File: src/logic/rst_comb_pkg.sv
// Constants for the reset source combiner: register map, field positions, reset values and delays.
// Assumes a 100 MHz core clock; analog detectors and oscillators sit outside this logic.
package rst_comb_pkg;
	// Register map of the plain register port (word addresses).
	localparam logic [3:0] ADDR_CAUSE = 4'h0; // Reset cause and control register.
	localparam logic [3:0] ADDR_STAT  = 4'h1; // Sequencer status register.
	// Field positions in the reset cause register.
	localparam int BIT_POR   = 0;
	localparam int BIT_BOR   = 1;
	localparam int BIT_IDLE  = 2;
	localparam int BIT_SLEEP = 3;
	localparam int BIT_WDOG_TIMEOUT_FLAG  = 4;
	localparam int BIT_SWDEN = 5;
	localparam int BIT_SWR   = 6;
	localparam int BIT_EXT   = 7;
	localparam int BIT_VREG  = 8;
	localparam int BIT_ILL   = 14;
	localparam int BIT_TRAP  = 15;
	// Implemented bits; bits 13..9 are absent.
	localparam logic [15:0] CAUSE_MASK  = 16'hC1FF;
	// Value loaded by the synchronous reset: only the power-on and brown-out flags set.
	localparam logic [15:0] CAUSE_RESET = 16'h0003;
	// Reset vector driven to the core.
	localparam logic [23:0] RESET_VECTOR = 24'h000000;
	// Oscillator mode codes.
	localparam logic [2:0] OSC_FRC   = 3'h0;
	localparam logic [2:0] OSC_FRCPLL = 3'h1;
	localparam logic [2:0] OSC_XT    = 3'h2;
	localparam logic [2:0] OSC_HS    = 3'h3;
	localparam logic [2:0] OSC_EC    = 3'h4;
	localparam logic [2:0] OSC_XTPLL = 3'h5;
	localparam logic [2:0] OSC_HSPLL = 3'h6;
	localparam logic [2:0] OSC_LOW_POWER_RC_OSC  = 3'h7;
	// Timing: core clock and documented delays.
	localparam int CLK_MHZ        = 100;
	localparam int FRC_DELAY_NS   = 1100;  // 1.1 us.
	localparam int LOW_POWER_RC_OSC_DELAY_NS  = 70000; // 70 us.
	localparam int LOCK_TIME_US   = 1500;  // 1.5 ms.
	localparam int OST_PERIODS    = 1024;  // Oscillator periods for the start-up timer.
	// Longest times round down, never below one cycle.
	localparam int FRC_CYC  = (FRC_DELAY_NS * CLK_MHZ / 1000 < 1) ? 1 : FRC_DELAY_NS * CLK_MHZ / 1000;
	localparam int LOW_POWER_RC_OSC_CYC = (LOW_POWER_RC_OSC_DELAY_NS * CLK_MHZ / 1000 < 1) ? 1 : LOW_POWER_RC_OSC_DELAY_NS * CLK_MHZ / 1000;
	localparam int LOCK_CYC = LOCK_TIME_US * CLK_MHZ;
	localparam int CNT_W    = 24;
endpackage

File: src/logic/reset_source_combiner.sv
// Reset source combiner: merges all reset sources into one active-low master reset,
// records causes, sequences power-up and oscillator delays, and releases the core.
// Assumes detector, pin and oscillator inputs are asynchronous and are synchronised here.
//
// Function
// - Any active reset source asserts master reset.
// - Each reset kind sets its own flag.
// - Power-on clears flags except power-on flag.
// - Software writes flags freely, never causing reset.
// - Bit 15 flags trap conflict reset.
// - Bit 14 flags illegal condition reset.
// - Bit 8 keeps regulator active in sleep.
// - Bit 7 pin reset, bit 6 instruction.
// - Bit 5 enables watchdog; fuse overrides.
// - Bits 4,3,2: watchdog, sleep, idle.
// - Bits 1,0 brown-out, power-on; reset to one.
// - Cold reset selects clock from fuse bits.
// - Warm reset keeps current clock selection.
// - Hold reset until power-on delay elapsed.
// - Hold reset until brown-out delay elapsed.
// - Power-up timer holds, then oscillator enabled.
// - Clock-ready delay depends on oscillator mode.
// - Start-up timer counts 1024 oscillator periods.
// - PLL adds 1.5 ms lock time.
// - RC start-up 1.1 us or 70 us.
// - Execution starts at address zero.
// - Clock monitor starts after its delay.
// - Instruction reset keeps clock, two cycles.
// - Watchdog in sleep or idle wakes instead.
`timescale 1ns/1ps
module reset_source_combiner #(
	parameter int POR_DELAY_CYC  = 5000,   // Power-on settle delay in cycles.
	parameter int BOR_DELAY_CYC  = 5000,   // Brown-out settle delay in cycles.
	parameter int POWERUP_TIMER_UNIT_CYC  = 100000, // One millisecond of power-up timer in cycles.
	parameter int LOCK_DELAY_CYC = rst_comb_pkg::LOCK_CYC, // PLL lock wait in cycles.
	parameter int MON_DELAY_CYC  = 100     // Clock monitor start delay in cycles.
) (
	// Clock and synchronous reset.
	input  wire logic                              core_clk_i,
	input  wire logic                              rst_b_i,
	// Analog detectors and external pin, asynchronous.
	input  wire logic                              por_active_i,
	input  wire logic                              bor_active_i,
	input  wire logic                              ext_reset_pin_n_i,
	// Core events, same clock domain.
	input  wire logic                              sw_reset_i,
	input  wire logic                              wdog_timeout_i,
	input  wire logic                              trap_conflict_i,
	input  wire logic                              illegal_cond_i,
	input  wire logic                              enter_sleep_i,
	input  wire logic                              enter_idle_i,
	// Configuration fuses and oscillator state.
	input  wire logic                              wdog_fuse_enable_i,
	input  wire logic [2:0]                        initial_osc_select_i,
	input  wire logic [2:0]                        powerup_delay_sel_i,
	input  wire logic                              clock_fail_monitor_en_i,
	input  wire logic                              osc_tick_i,
	// Register port.
	input  wire logic [3:0]                        reg_addr_i,
	input  wire logic [15:0]                       reg_wdata_i,
	input  wire logic                              reg_wr_i,
	input  wire logic                              reg_rd_i,
	output logic [15:0]                            reg_rdata_o,
	// Outputs to core and clock system.
	output logic                                   master_reset_n_o,
	output logic [2:0]                             current_osc_select_o,
	output logic                                   osc_enable_o,
	output logic                                   clock_ready_o,
	output logic [23:0]                            fetch_addr_o,
	output logic                                   monitor_active_o,
	output logic                                   wdog_enable_o,
	output logic                                   regulator_sleep_keep_o,
	output logic                                   wdog_wake_o
);
	import rst_comb_pkg::*;

	// Sequencer states, one-hot.
	typedef enum logic [5:0] {
		ST_POWER = 6'h01, // Waiting for supply detectors and their delays.
		ST_POWERUP_TIMER  = 6'h02, // Power-up timer running.
		ST_OSCD  = 6'h04, // Oscillator start-up delay.
		ST_OST   = 6'h08, // Oscillator start-up timer.
		ST_LOCK  = 6'h10, // PLL lock wait.
		ST_RUN   = 6'h20  // Clock ready, core running.
	} seq_state_t;

	seq_state_t        state_r;       // Sequencer state.
	logic [CNT_W-1:0]  cnt_r;         // Shared delay counter.
	logic [10:0]       ost_r;         // Oscillator period counter.
	logic [1:0]        por_sync_r;    // Power-on detector synchroniser.
	logic [1:0]        bor_sync_r;    // Brown-out detector synchroniser.
	logic [1:0]        pin_sync_r;    // Pin synchroniser, active low.
	logic [1:0]        tick_sync_r;   // Oscillator tick synchroniser.
	logic              tick_d_r;      // Previous tick for edge detect.
	logic [15:0]       cause_r;       // Reset cause register.
	logic              cold_r;        // Current hold stems from power-on or brown-out.
	logic              warm_hold_r;   // Warm reset hold request.
	logic [CNT_W-1:0]  mon_cnt_r;     // Clock monitor start counter.
	logic              asleep_r;      // Core is in sleep or idle.

	// Synchronised views of asynchronous inputs.
	logic por_s, bor_s, pin_s, tick_edge, low_power, wdog_reset, warm_evt, cold_evt;
	assign por_s      = por_sync_r[1];
	assign bor_s      = bor_sync_r[1];
	assign pin_s      = ~pin_sync_r[1];
	assign tick_edge  = tick_sync_r[1] & ~tick_d_r;
	assign low_power  = asleep_r;
	// A watchdog timeout in sleep or idle wakes rather than resets.
	assign wdog_reset = wdog_timeout_i & ~low_power;
	assign warm_evt   = pin_s | sw_reset_i | wdog_reset | trap_conflict_i | illegal_cond_i;
	assign cold_evt   = por_s | bor_s;

	// Two-flop synchronisers for detectors, pin and oscillator ticks.
	always_ff @(posedge core_clk_i) begin
		if (!rst_b_i) begin
			por_sync_r  <= 2'h3;
			bor_sync_r  <= 2'h0;
			pin_sync_r  <= 2'h3;
			tick_sync_r <= 2'h0;
			tick_d_r    <= 1'b0;
		end else begin
			por_sync_r  <= {por_sync_r[0], por_active_i};
			bor_sync_r  <= {bor_sync_r[0], bor_active_i};
			pin_sync_r  <= {pin_sync_r[0], ext_reset_pin_n_i};
			tick_sync_r <= {tick_sync_r[0], osc_tick_i};
			tick_d_r    <= tick_sync_r[1];
		end
	end

	// Track sleep and idle so a watchdog timeout can be turned into a wake-up.
	always_ff @(posedge core_clk_i) begin
		if (!rst_b_i) begin
			asleep_r    <= 1'b0;
			wdog_wake_o <= 1'b0;
		end else begin
			wdog_wake_o <= wdog_timeout_i & asleep_r;
			if (enter_sleep_i || enter_idle_i) begin
				asleep_r <= 1'b1;
			end else if (wdog_timeout_i || !master_reset_n_o) begin
				asleep_r <= 1'b0;
			end
		end
	end

	// Delay of the power-up timer: 0 ms, then 2^(sel-1) ms up to 64 ms.
	function automatic logic [CNT_W-1:0] powerup_timer_cycles(input logic [2:0] sel);
		logic [31:0] ms;
		ms = (sel == 3'h0) ? 32'h0 : (32'h1 << (sel + 3'h0));
		if (sel == 3'h0) begin
			powerup_timer_cycles = '0;
		end else begin
			powerup_timer_cycles = CNT_W'(ms * POWERUP_TIMER_UNIT_CYC / 2);
		end
	endfunction

	// PLL and crystal membership of an oscillator mode.
	function automatic logic mode_pll(input logic [2:0] m);
		mode_pll = (m == OSC_FRCPLL) || (m == OSC_XTPLL) || (m == OSC_HSPLL);
	endfunction
	function automatic logic mode_xtal(input logic [2:0] m);
		mode_xtal = (m == OSC_XT) || (m == OSC_HS) || (m == OSC_XTPLL) || (m == OSC_HSPLL);
	endfunction

	// Reset sequencer: detectors, power-up timer, oscillator delays, then run.
	always_ff @(posedge core_clk_i) begin
		if (!rst_b_i) begin
			state_r <= ST_POWER;
			cnt_r   <= '0;
			ost_r   <= '0;
			cold_r  <= 1'b1;
		end else if (cold_evt) begin
			// Detectors active: restart the whole hold.
			state_r <= ST_POWER;
			cnt_r   <= '0;
			ost_r   <= '0;
			cold_r  <= 1'b1;
		end else begin
			case (state_r)
				ST_POWER: begin
					// Hold until the supply settle delay has elapsed.
					if (cnt_r >= CNT_W'(cold_r && cause_r[BIT_BOR] ? BOR_DELAY_CYC : POR_DELAY_CYC)) begin
						state_r <= ST_POWERUP_TIMER;
						cnt_r   <= '0;
					end else begin
						cnt_r <= cnt_r + 1'b1;
					end
				end
				ST_POWERUP_TIMER: begin
					if (cnt_r >= powerup_timer_cycles(powerup_delay_sel_i)) begin
						cnt_r   <= '0;
						state_r <= (current_osc_select_o == OSC_EC) ? ST_RUN : ST_OSCD;
					end else begin
						cnt_r <= cnt_r + 1'b1;
					end
				end
				ST_OSCD: begin
					// RC start-up bound, by oscillator family.
					if (cnt_r >= CNT_W'(current_osc_select_o == OSC_LOW_POWER_RC_OSC ? LOW_POWER_RC_OSC_CYC : FRC_CYC)) begin
						cnt_r   <= '0;
						state_r <= mode_xtal(current_osc_select_o) ? ST_OST :
						           mode_pll(current_osc_select_o) ? ST_LOCK : ST_RUN;
					end else begin
						cnt_r <= cnt_r + 1'b1;
					end
				end
				ST_OST: begin
					// Count oscillator periods, not core cycles.
					if (ost_r == 11'(OST_PERIODS)) begin
						state_r <= mode_pll(current_osc_select_o) ? ST_LOCK : ST_RUN;
					end else if (tick_edge) begin
						ost_r <= ost_r + 1'b1;
					end
				end
				ST_LOCK: begin
					if (cnt_r >= CNT_W'(LOCK_DELAY_CYC)) begin
						state_r <= ST_RUN;
					end else begin
						cnt_r <= cnt_r + 1'b1;
					end
				end
				ST_RUN: begin
					cold_r <= 1'b0;
				end
				default: begin
					state_r <= ST_POWER;
				end
			endcase
		end
	end

	// Warm sources hold master reset for one cycle beyond the event; clock untouched.
	always_ff @(posedge core_clk_i) begin
		if (!rst_b_i) begin
			warm_hold_r <= 1'b0;
		end else begin
			warm_hold_r <= warm_evt;
		end
	end

	// Master reset, registered so its release is a clean clock edge.
	always_ff @(posedge core_clk_i) begin
		if (!rst_b_i) begin
			master_reset_n_o <= 1'b0;
		end else begin
			master_reset_n_o <= ~(cold_evt || warm_evt || warm_hold_r || state_r != ST_RUN);
		end
	end

	// Clock selection: fuses on cold reset, current source kept on warm reset.
	always_ff @(posedge core_clk_i) begin
		if (!rst_b_i) begin
			current_osc_select_o <= OSC_FRC;
			osc_enable_o         <= 1'b0;
			clock_ready_o        <= 1'b0;
			fetch_addr_o         <= RESET_VECTOR;
		end else begin
			if (state_r == ST_POWER) begin
				current_osc_select_o <= initial_osc_select_i;
			end
			// Warm resets leave the selection alone.
			osc_enable_o  <= (state_r != ST_POWER) && (state_r != ST_POWERUP_TIMER);
			clock_ready_o <= (state_r == ST_RUN);
			fetch_addr_o  <= RESET_VECTOR;
		end
	end

	// Clock monitor starts after clock ready plus its own delay.
	always_ff @(posedge core_clk_i) begin
		if (!rst_b_i) begin
			mon_cnt_r        <= '0;
			monitor_active_o <= 1'b0;
		end else if (state_r != ST_RUN || !clock_fail_monitor_en_i) begin
			mon_cnt_r        <= '0;
			monitor_active_o <= 1'b0;
		end else if (mon_cnt_r >= CNT_W'(MON_DELAY_CYC)) begin
			monitor_active_o <= 1'b1;
		end else begin
			mon_cnt_r <= mon_cnt_r + 1'b1;
		end
	end

	// Cause register: events set flags, software writes; an event wins over a write.
	always_ff @(posedge core_clk_i) begin
		if (!rst_b_i) begin
			cause_r <= CAUSE_RESET;
		end else begin
			logic [15:0] nxt;
			nxt = cause_r;
			if (reg_wr_i && reg_addr_i == ADDR_CAUSE) begin
				// Writes only store and never cause a reset; the stored brown-out flag picks the settle delay.
				nxt = reg_wdata_i & CAUSE_MASK;
			end
			if (por_s) begin
				nxt = (nxt & ((16'h1 << BIT_SWDEN) | (16'h1 << BIT_VREG))) | (16'h1 << BIT_POR);
			end else if (bor_s) begin
				nxt[BIT_BOR]   = 1'b1;
				nxt[BIT_TRAP]  = 1'b0;
				nxt[BIT_ILL]   = 1'b0;
				nxt[BIT_SWR]   = 1'b0;
				nxt[BIT_WDOG_TIMEOUT_FLAG]  = 1'b0;
				nxt[BIT_SLEEP] = 1'b0;
				nxt[BIT_IDLE]  = 1'b0;
			end
			if (trap_conflict_i) nxt[BIT_TRAP] = 1'b1;
			if (illegal_cond_i)  nxt[BIT_ILL]  = 1'b1;
			if (pin_s)           nxt[BIT_EXT]  = 1'b1;
			if (sw_reset_i)      nxt[BIT_SWR]  = 1'b1;
			if (wdog_timeout_i)  nxt[BIT_WDOG_TIMEOUT_FLAG] = 1'b1;
			if (enter_sleep_i)   nxt[BIT_SLEEP] = 1'b1;
			if (enter_idle_i)    nxt[BIT_IDLE] = 1'b1;
			cause_r <= nxt;
		end
	end

	// Control bits to the watchdog and regulator.
	always_ff @(posedge core_clk_i) begin
		if (!rst_b_i) begin
			wdog_enable_o          <= 1'b0;
			regulator_sleep_keep_o <= 1'b0;
		end else begin
			wdog_enable_o          <= wdog_fuse_enable_i | cause_r[BIT_SWDEN];
			regulator_sleep_keep_o <= cause_r[BIT_VREG];
		end
	end

	// Read data, valid the cycle after the read strobe; unmapped reads give zero.
	always_ff @(posedge core_clk_i) begin
		if (!rst_b_i) begin
			reg_rdata_o <= 16'h0000;
		end else if (reg_rd_i) begin
			case (reg_addr_i)
				ADDR_CAUSE: reg_rdata_o <= cause_r & CAUSE_MASK;
				ADDR_STAT:  reg_rdata_o <= {8'h00, cold_r, monitor_active_o, state_r};
				default:    reg_rdata_o <= 16'h0000;
			endcase
		end else begin
			reg_rdata_o <= 16'h0000;
		end
	end
endmodule

File: config.mk
export PLATFORM = sky130hd
export DESIGN_NAME = reset_source_combiner
export DESIGN_NICKNAME = d
export VERILOG_FILES = /design/src/logic/rst_comb_pkg.sv /design/src/logic/reset_source_combiner.sv
export SDC_FILE = /design/constraint.sdc
export NUM_CORES = 1
export LEC_CHECK = 0
export BUFFER_PORTS_ARGS = -buffer_cell sky130_fd_sc_hd__buf_2
export CAP_MARGIN = 20
export CORE_MARGIN = 3
export CORE_UTILIZATION = 56
export DETAILED_ROUTE_END_ITERATION = 8
export GPL_TIMING_DRIVEN = 0
export HOLD_SLACK_MARGIN = 0.02
export PLACE_DENSITY = 0.78
export SYNTH_ARGS = -nofsm -noshare
export SYNTH_HDL_FRONTEND = slang
export SYNTH_SLANG_ARGS = --single-unit
File: constraint.sdc
create_clock -name core_clk_i -period 6.65 [get_ports core_clk_i]
set_clock_uncertainty 0.2 [all_clocks]
set_input_delay 0.3325 -clock core_clk_i [delete_from_list [all_inputs] [get_ports core_clk_i]]
set_output_delay 0.3325 -clock core_clk_i [all_outputs]
set_load 0.005 [all_outputs]
==> flow_summary_export.csv, run 1 <==
group,metric,value,unit
yosys,seq_area_frac_synth,0.326,
clocking,cts_buffers,9,
sta,period_share,0.942,
detailed_routing,drt_iter0_markers,459,
sta,holdWs,0.0467,ns
sta,setup_violations,0,
global_route,grt_max_degree,20,
global_route,grt_usage,0.235,
sta,hold_viol,0,
detailed_routing,drc,0,
setup_path,cp_common_cell,"ha_1",
setup_path,slowest_stage,"fa_1",
floorplanning,dieHeight,115,um
floorplanning,start_util,0.580,
placement,place_congestion,0.855,
yosys,synth_xor_area_frac,0.0575,
setup_path,end_kind,"register",
detailed_routing,wire_per_inst,15.1,um
yosys,synth-simple-area-share,0.250,
yosys,netlist.top_cell.by_area,"dfxtp_1",
floorplanning,die_area,13300,um^2
placement,port_buffers,57,
yosys,synth_compound_area_frac,0.112,
floorplanning,rows,39,
yosys,synth.area.top_cells,"dfxtp_1 33%, ha_1 16%, nor2_1 4.6%",
sta,fmax,160,MHz
detailed_routing,antenna_left,0,
clocking,insertion_delay,0.35,ns
yosys,yosys_warnings,0,
sta,tightest_slew,0.953,ns
setup_path,path_max_fanout,10,
yosys,yosysUniqueCellTypes,62,
cells_and_area,fin_nets,1009,
yosys,synthAdderAreaFrac,0.180,
detailed_routing,firstDrtPassIters,5,
floorplanning,num_io_pins,92,
flow_run,maxCapViolations,0,
global_route,grt_pass1_wl,25.4,mm
setup_path,worst_path_largest_cell_delay,0.54,ns
sta,slew_headroom,0.362,
cells_and_area,final_core_util,0.660,
sta,rsz0062_at_grt,"false",
clocking,cts.path.max_buffers,2,
clocking,cts_tree,"built",
clocking,clkTransAtPathRegs,0.08,ns
sta,post-route-min-period,6.26,ns
yosys,synth_flop_cell,"dfxtp_1",
yosys,synth_edf_count,0,
detailed_routing,viasPerCell,5.64,
cells_and_area,layout_commonest_cell,"dfxtp_1",
setup_path,crit_required,6.73,ns
sta,finalMaxSlewViolations,0,
cells_and_area,syn2layout_area_growth,13.9,%
cells_and_area,final_cell_mix,"109 x dfxtp_1, 85 x ha_1, 83 x nor2_1",
setup_path,arrival,6.35,ns
global_route,grt_pass1_vias,5564,
min_path,hp-class,"in -> reg",
sta,fin_setup_tns,0,ns
cells_and_area,diodes,0,
pwr,power.density,175,nW/um^2
yosys,synthCells,771,
clocking,htreeDepth,3,
yosys,muxShareOfSynthArea,0.00597,
global_route,grt_overflow,0,
clocking,cts_sinks,109,
yosys,avgSynthCellArea,8.69,um^2
yosys,synth_top_area_frac,0.326,
yosys,synth.ff_latch_count,109,
setup_path,worst_setup_path_start_kind,"primary input",
pwr,max-vdd-ir-drop,166,uV
pwr,p_leak,3.50,nW
cells_and_area,drive_gt1_frac,0.150,
placement,dp_hpwl,12.2,mm
floorplanning,core_area,11600,um^2
global_route,antenna_found_initial,0,
run_status,outcome,"completed",
setup_path,path_class,"in -> reg",
clocking,root_buffer,"clkbuf_16",
detailed_routing,via_count,5759,
yosys,synth_top_family_by_area,"simple AND/OR/NAND/NOR gates",
clocking,cts_setup_buffers,0,
floorplanning,dieWidth,115,um
yosys,netlist_area,6700,um^2
detailed_routing,drt-total-wl,15.4,mm
yosys,async_flop_share,0,
## registers in the layout, summed over array words and instances (netlist names)
signal / cells
asleep_r: 1
bor_sync_r: 2
cause_r: 11
clock_ready_o: 1
cnt_r: 24
cold_r: 1
current_osc_select_o: 3
master_reset_n_o: 1
mon_cnt_r: 24
monitor_active_o: 1
osc_enable_o: 1
ost_r: 11
pin_sync_r: 2
por_sync_r: 2
reg_rdata_o: 11
regulator_sleep_keep_o: 1
state_r: 6
tick_d_r: 1
tick_sync_r: 2
warm_hold_r: 1
wdog_enable_o: 1
wdog_wake_o: 1
## final cells by class
cell class	count	area, um^2
Clock inverter	6	57.6
Inverter	39	146
Tap cell	143	179
Timing Repair Buffer	63	340
Fill cell	953	3930
Buffer	51	312
Sequential cell	109	2180
Clock buffer	9	225
Multi-Input combinational cell	602	4190
## per-stage QoR
| stage | instances | power (mW) | instance area (um^2) | worst slack (ns) |
|---|---|---|---|---|
| 2_1_floorplan | 801 | 0.792 | 6820 | 0.839 |
| 3_3_place_gp | 1001 | 0.830 | 7280 | -0.106 |
| 3_5_place_dp | 1002 | 0.837 | 7280 | -0.267 |
| 4_1_cts | 1022 | 1.34 | 7620 | 0.0885 |
| 5_1_grt | 1022 | 1.39 | 7630 | 0.0462 |
| 6_report | 1022 | 1.34 | 7630 | 0.386 |
## synth_stat cells (2+ instances only)
cell      count
a211o_1       2
a211oi_1      6
a21boi_0      6
a21o_1        4
a21oi_1      17
a221oi_1      7
a22oi_1       9
a31oi_1       5
and2_1       33
and3_1       19
and4_1        3
buf_2         7
buf_4        29
clkbuf_1     13
clkbuf_2      2
conb_1        2
dfxtp_1     109
fa_1          7
ha_1         85
inv_1        39
mux2i_1       4
nand2_1      63
nand2b_1      6
nand3_1      29
nand3b_1      3
nand4_1      11
nor2_1       83
nor2b_1      13
nor3_1       21
nor3_2        2
nor4_1       13
nor4_2        3
nor4b_1       2
o211ai_1      2
o21a_1        4
o21ai_0      24
o21ai_1       3
o311ai_0      3
o31ai_1       4
o41a_2        2
or3_1         9
xnor2_1      28
xor2_1       16
## critical path, delay by kind of cell
| family | cells | cell delay [ns] |
|---|---|---|
| adder cells (fa/ha/maj) | 7 | 2.43 |
| AND/OR/NAND/NOR | 7 | 1.28 |
| buffers and inverters | 6 | 0.63 |
| AO/OA/AOI/OAI | 7 | 1.47 |
| XOR/XNOR | 1 | 0.22 |
## logic make-up (layout without fill, tap and decap cells)
| family | after synthesis | after routing |
|---|---|---|
| and+or+nand+nor | 322 | 322 |
| DFF | 109 | 109 |
| AOI/OAI and AO/OA | 108 | 108 |
| adders and majority gates | 92 | 92 |
| buffers and inverters | 90 | 168 |
| xor gates and xnor gates | 44 | 44 |
| muxes | 4 | 4 |
| other | 2 | 32 |
## per-layer routing
metal,up-vias,track usage,wire length [um]
met5,-,0,0
li1,2844,-,-
met2,192,0.409,7380
met3,26,0.0474,931
met1,2697,0.289,6780
met4,0,0.0829,320
## path summary, 6_finish.rpt
| kind | start | to | slack (ns) | depth (start not counted) |
|---|---|---|---|---|
| worst min-delay path | reg_wdata_i[4] | cause_r[4]$_SDFFE_PN0P_ | 0.05 | 3 |
| worst min register to register | warm_hold_r$_SDFF_PN0_ | master_reset_n_o$_SDFF_PN0_ | 0.19 | 1 |
| worst max-delay path | powerup_delay_sel_i[1] | cnt_r[9]$_SDFFE_PP0P_ | 0.39 | 28 |
| worst max register to register | current_osc_select_o[2]$_SDFFE_PN0P_ | cnt_r[9]$_SDFFE_PP0P_ | 3.28 | 10 |
## power by group
| group | switching, mW | internal, mW |
|---|---|---|
| sequential | 0.00579 | 0.660 |
| combinational | 0.0883 | 0.0737 |
| clock | 0.250 | 0.258 |
## what timing repair did
item | CTS | global route
hold buffers | 5 | 0
endpoints found under the setup margin | 0 | 29
gates resized for setup | 0 | 5
endpoints found under the hold margin | 5 | 0
Note: power is estimated with default switching activity, not from simulation.
==> run 2, diff against run 1 <==
--- a/config.mk
+++ b/config.mk
@@ -5,6 +5,7 @@
 export SDC_FILE = /design/constraint.sdc
 export NUM_CORES = 1
 export LEC_CHECK = 0
+export ABC_AREA = 1
 export BUFFER_PORTS_ARGS = -buffer_cell sky130_fd_sc_hd__buf_2
 export CAP_MARGIN = 20
 export CORE_MARGIN = 3
@@ -12,7 +13,7 @@
 export DETAILED_ROUTE_END_ITERATION = 8
 export GPL_TIMING_DRIVEN = 0
 export HOLD_SLACK_MARGIN = 0.02
-export PLACE_DENSITY = 0.78
+export PLACE_DENSITY = 0.77
 export SYNTH_ARGS = -nofsm -noshare
 export SYNTH_HDL_FRONTEND = slang
 export SYNTH_SLANG_ARGS = --single-unit
==> flow_summary_export.csv, run 2 <==
group,metric,value,unit
sta,fin_setup_tns,0,ns
yosys,netlist.top_cell.by_area,"dfxtp_1",
yosys,yosysUniqueCellTypes,52,
clocking,htreeDepth,3,
sta,setup_violations,0,
global_route,grt_pass1_wl,28.9,mm
global_route,antenna_found_initial,0,
yosys,synth_flop_cell,"dfxtp_1",
detailed_routing,wire_per_inst,12.7,um
floorplanning,rows,42,
setup_path,cp_common_cell,"nand2_1",
clocking,root_buffer,"clkbuf_16",
min_path,whs_path_depth,3,
global_route,met3_usage,0.0361,
detailed_routing,firstDrtPassIters,5,
yosys,yosys_warnings,0,
global_route,grt_use_met1,0.302,
yosys,synth_top_area_frac,0.283,
floorplanning,dieHeight,123,um
sta,post-route-min-period,5.77,ns
global_route,grt_usage,0.236,
global_route,grt_overflow,0,
global_route,grt_pass1_vias,6445,
cells_and_area,diodes,0,
cells_and_area,drive_gt1_frac,0.136,
setup_path,r2r_slack,3.82,ns
floorplanning,start_util,0.578,
setup_path,path_class,"in -> reg",
setup_path,r2r-start,"current_osc_select_o[0]$_SDFFE_PN0P_",
sta,slew_headroom,0.403,
run_status,outcome,"completed",
min_path,hold_end,"cause_r[8]$_SDFFE_PN0P_",
clocking,cts_tree,"built",
floorplanning,core_area,13300,um^2
global_route,use_met2,0.408,
pwr,max-vdd-ir-drop,154,uV
floorplanning,num_io_pins,92,
setup_path,rr_worst_depth,15,
setup_path,arrival,5.80,ns
setup_path,critPathTopFamily,"adder cells",
setup_path,end_kind,"register",
setup_path,worst_setup_path_start_kind,"primary input",
cells_and_area,final_cell_mix,"236 x nand2_1, 149 x inv_1, 129 x nor2_1",
cells_and_area,fin_nets,1342,
setup_path,worst_path_largest_cell_delay,0.53,ns
cells_and_area,syn2layout_area_growth,12.8,%
placement,port_buffers,56,
placement,dp_hpwl,14.1,mm
detailed_routing,drt_iter0_markers,536,
detailed_routing,antenna_left,0,
global_route,grt_max_degree,21,
flow_run,maxCapViolations,0,
placement,place_congestion,0.931,
yosys,synthCells,1103,
setup_path,slowest_stage,"fa_1",
floorplanning,dieWidth,123,um
yosys,avgSynthCellArea,6.99,um^2
sta,hold_viol,0,
cells_and_area,layout_commonest_cell,"nand2_1",
detailed_routing,via_count,7071,
cells_and_area,reg_top3,"cnt_r: 24 flops, mon_cnt_r: 24 flops",
sta,fmax,173,MHz
cells_and_area,fillers,1223,
clocking,insertion_delay,0.35,ns
min_path,hp-class,"in -> reg",
sta,rsz0062_at_grt,"false",
global_route,grt-busiest-layer,"met2",
setup_path,timing.rr.end,"cnt_r[10]$_SDFFE_PP0P_",
yosys,synth.area.top_cells,"dfxtp_1 28%, ha_1 14%, nand2_1 11%",
sta,finalMaxSlewViolations,0,
setup_path,crit_required,6.68,ns
clocking,clkTransAtPathRegs,0.08,ns
detailed_routing,viasPerCell,5.09,
clocking,cts.path.max_buffers,2,
yosys,synth_edf_count,0,
clocking,cts_buffers,9,
pwr,power.density,158,nW/um^2
clocking,cts_sinks,109,
yosys,synthTopCellsByCount,"236 x nand2_1, 149 x inv_1, 129 x nor2_1, 109 x dfxtp_1, 85 x ha_1",
sta,tightest_slew,0.888,ns
floorplanning,die_area,15200,um^2
min_path,min-delay-start,"reg_wdata_i[8]",
sta,period_share,0.867,
detailed_routing,drc,0,
yosys,synth.most_common_cell,"nand2_1",
setup_path,path_max_fanout,10,
setup_path,worst-path-buf-inv,4,
yosys,async_flop_share,0,
yosys,netlist_area,7710,um^2
yosys,synth.ff_latch_count,109,
detailed_routing,drt-total-wl,17.6,mm
pwr,p_leak,4.32,nW
yosys,seq_area_frac_synth,0.283,
pwr,p_total,1.37,mW
-- run 2: worst max-delay path by stage --
| stage | endpoint | slack (ns) | start | cells after the start |
|---|---|---|---|---|
| 5_1_grt | cnt_r[10]$_SDFFE_PP0P_ | 0.40 | powerup_delay_sel_i[2] | 31 |
| 2_1_floorplan | cnt_r[10]$_SDFFE_PP0P_ | 1.58 | powerup_delay_sel_i[1] | 29 |
| 6_report | cnt_r[10]$_SDFFE_PP0P_ | 0.88 | powerup_delay_sel_i[2] | 31 |
| 3_5_place_dp | cnt_r[7]$_SDFFE_PP0P_ | 0.55 | powerup_delay_sel_i[2] | 31 |
| 4_1_cts | cnt_r[10]$_SDFFE_PP0P_ | 0.89 | powerup_delay_sel_i[2] | 31 |
| 3_3_place_gp | cnt_r[15]$_SDFFE_PP0P_ | 0.61 | powerup_delay_sel_i[2] | 31 |
-- run 2: through the flow --
stage	instance area (um^2)	std cells	util	worst slack, ns	hold WS, ns
3_3_place_gp	8330	1365	0.624	0.608	0.185
3_5_place_dp	8330	1365	0.624	0.545	0.190
2_1_floorplan	7830	1133	-	1.58	0.172
5_1_grt	8700	1389	0.652	0.399	0.0253
4_1_cts	8700	1389	0.652	0.893	0.0227
6_report	8700	1389	0.652	0.881	0.0354
-- run 2: cell families (layout without fill, tap and decap cells) --
logic type	count (synthesis)	in the layout	synth area share
compound gates	123	123	0.0887
mux	1	1	0.00130
xor+xnor	19	19	0.0216
fa+ha+maj	92	92	0.156
flops	109	109	0.283
simple gates	551	551	0.328
buf+inv	206	286	0.121
other cells	2	32	0.000973
-- run 2: metal layers --
layer | up-vias | wire length [um]
met5 | - | 0
met4 | 0 | 401
met3 | 38 | 672
met2 | 143 | 8490
met1 | 3159 | 8050
li1 | 3731 | -
-- run 2: repair_timing --
item                                   CTS  global route
resized for setup                        0             0
endpoints found under the hold margin    7             0
hold buffers                             8             0
buffers inserted                         0             0
-- run 2: cell type report --
| type | count | area, um^2 | area share |
|---|---|---|---|
| Buffer | 48 | 338 | 0.0388 |
| Clock buffer | 9 | 225 | 0.0259 |
| Clock inverter | 7 | 71.3 | 0.00819 |
| Timing Repair Buffer | 64 | 360 | 0.0414 |
| Multi-Input combinational cell | 818 | 4710 | 0.541 |
| Inverter | 158 | 596 | 0.0684 |
| Sequential cell | 109 | 2180 | 0.251 |
| Tap cell | 176 | 220 | 0.0253 |
-- run 2: worst register-to-register path: stages (launching register included) --
cell,delay [ns]
dfxtp_1,0.41
nand2_1,0.09
nor2_1,0.25
inv_1,0.22
ha_1,0.34
nand2_1,0.05
nor2_1,0.09
nand2_1,0.06
nand2_1,0.06
nand2_1,0.04
nand2_1,0.07
nand2_1,0.06
nand2_1,0.14
nand3_4,0.18
o21ai_4,0.34
nor2_1,0.09
-- run 2: power breakdown --
group	total, mW	switching, mW	internal (mW)
Clock	0.526	0.262	0.264
Combinational	0.180	0.105	0.0757
Sequential	0.665	0.00443	0.660
Total	1.37	0.371	1.00
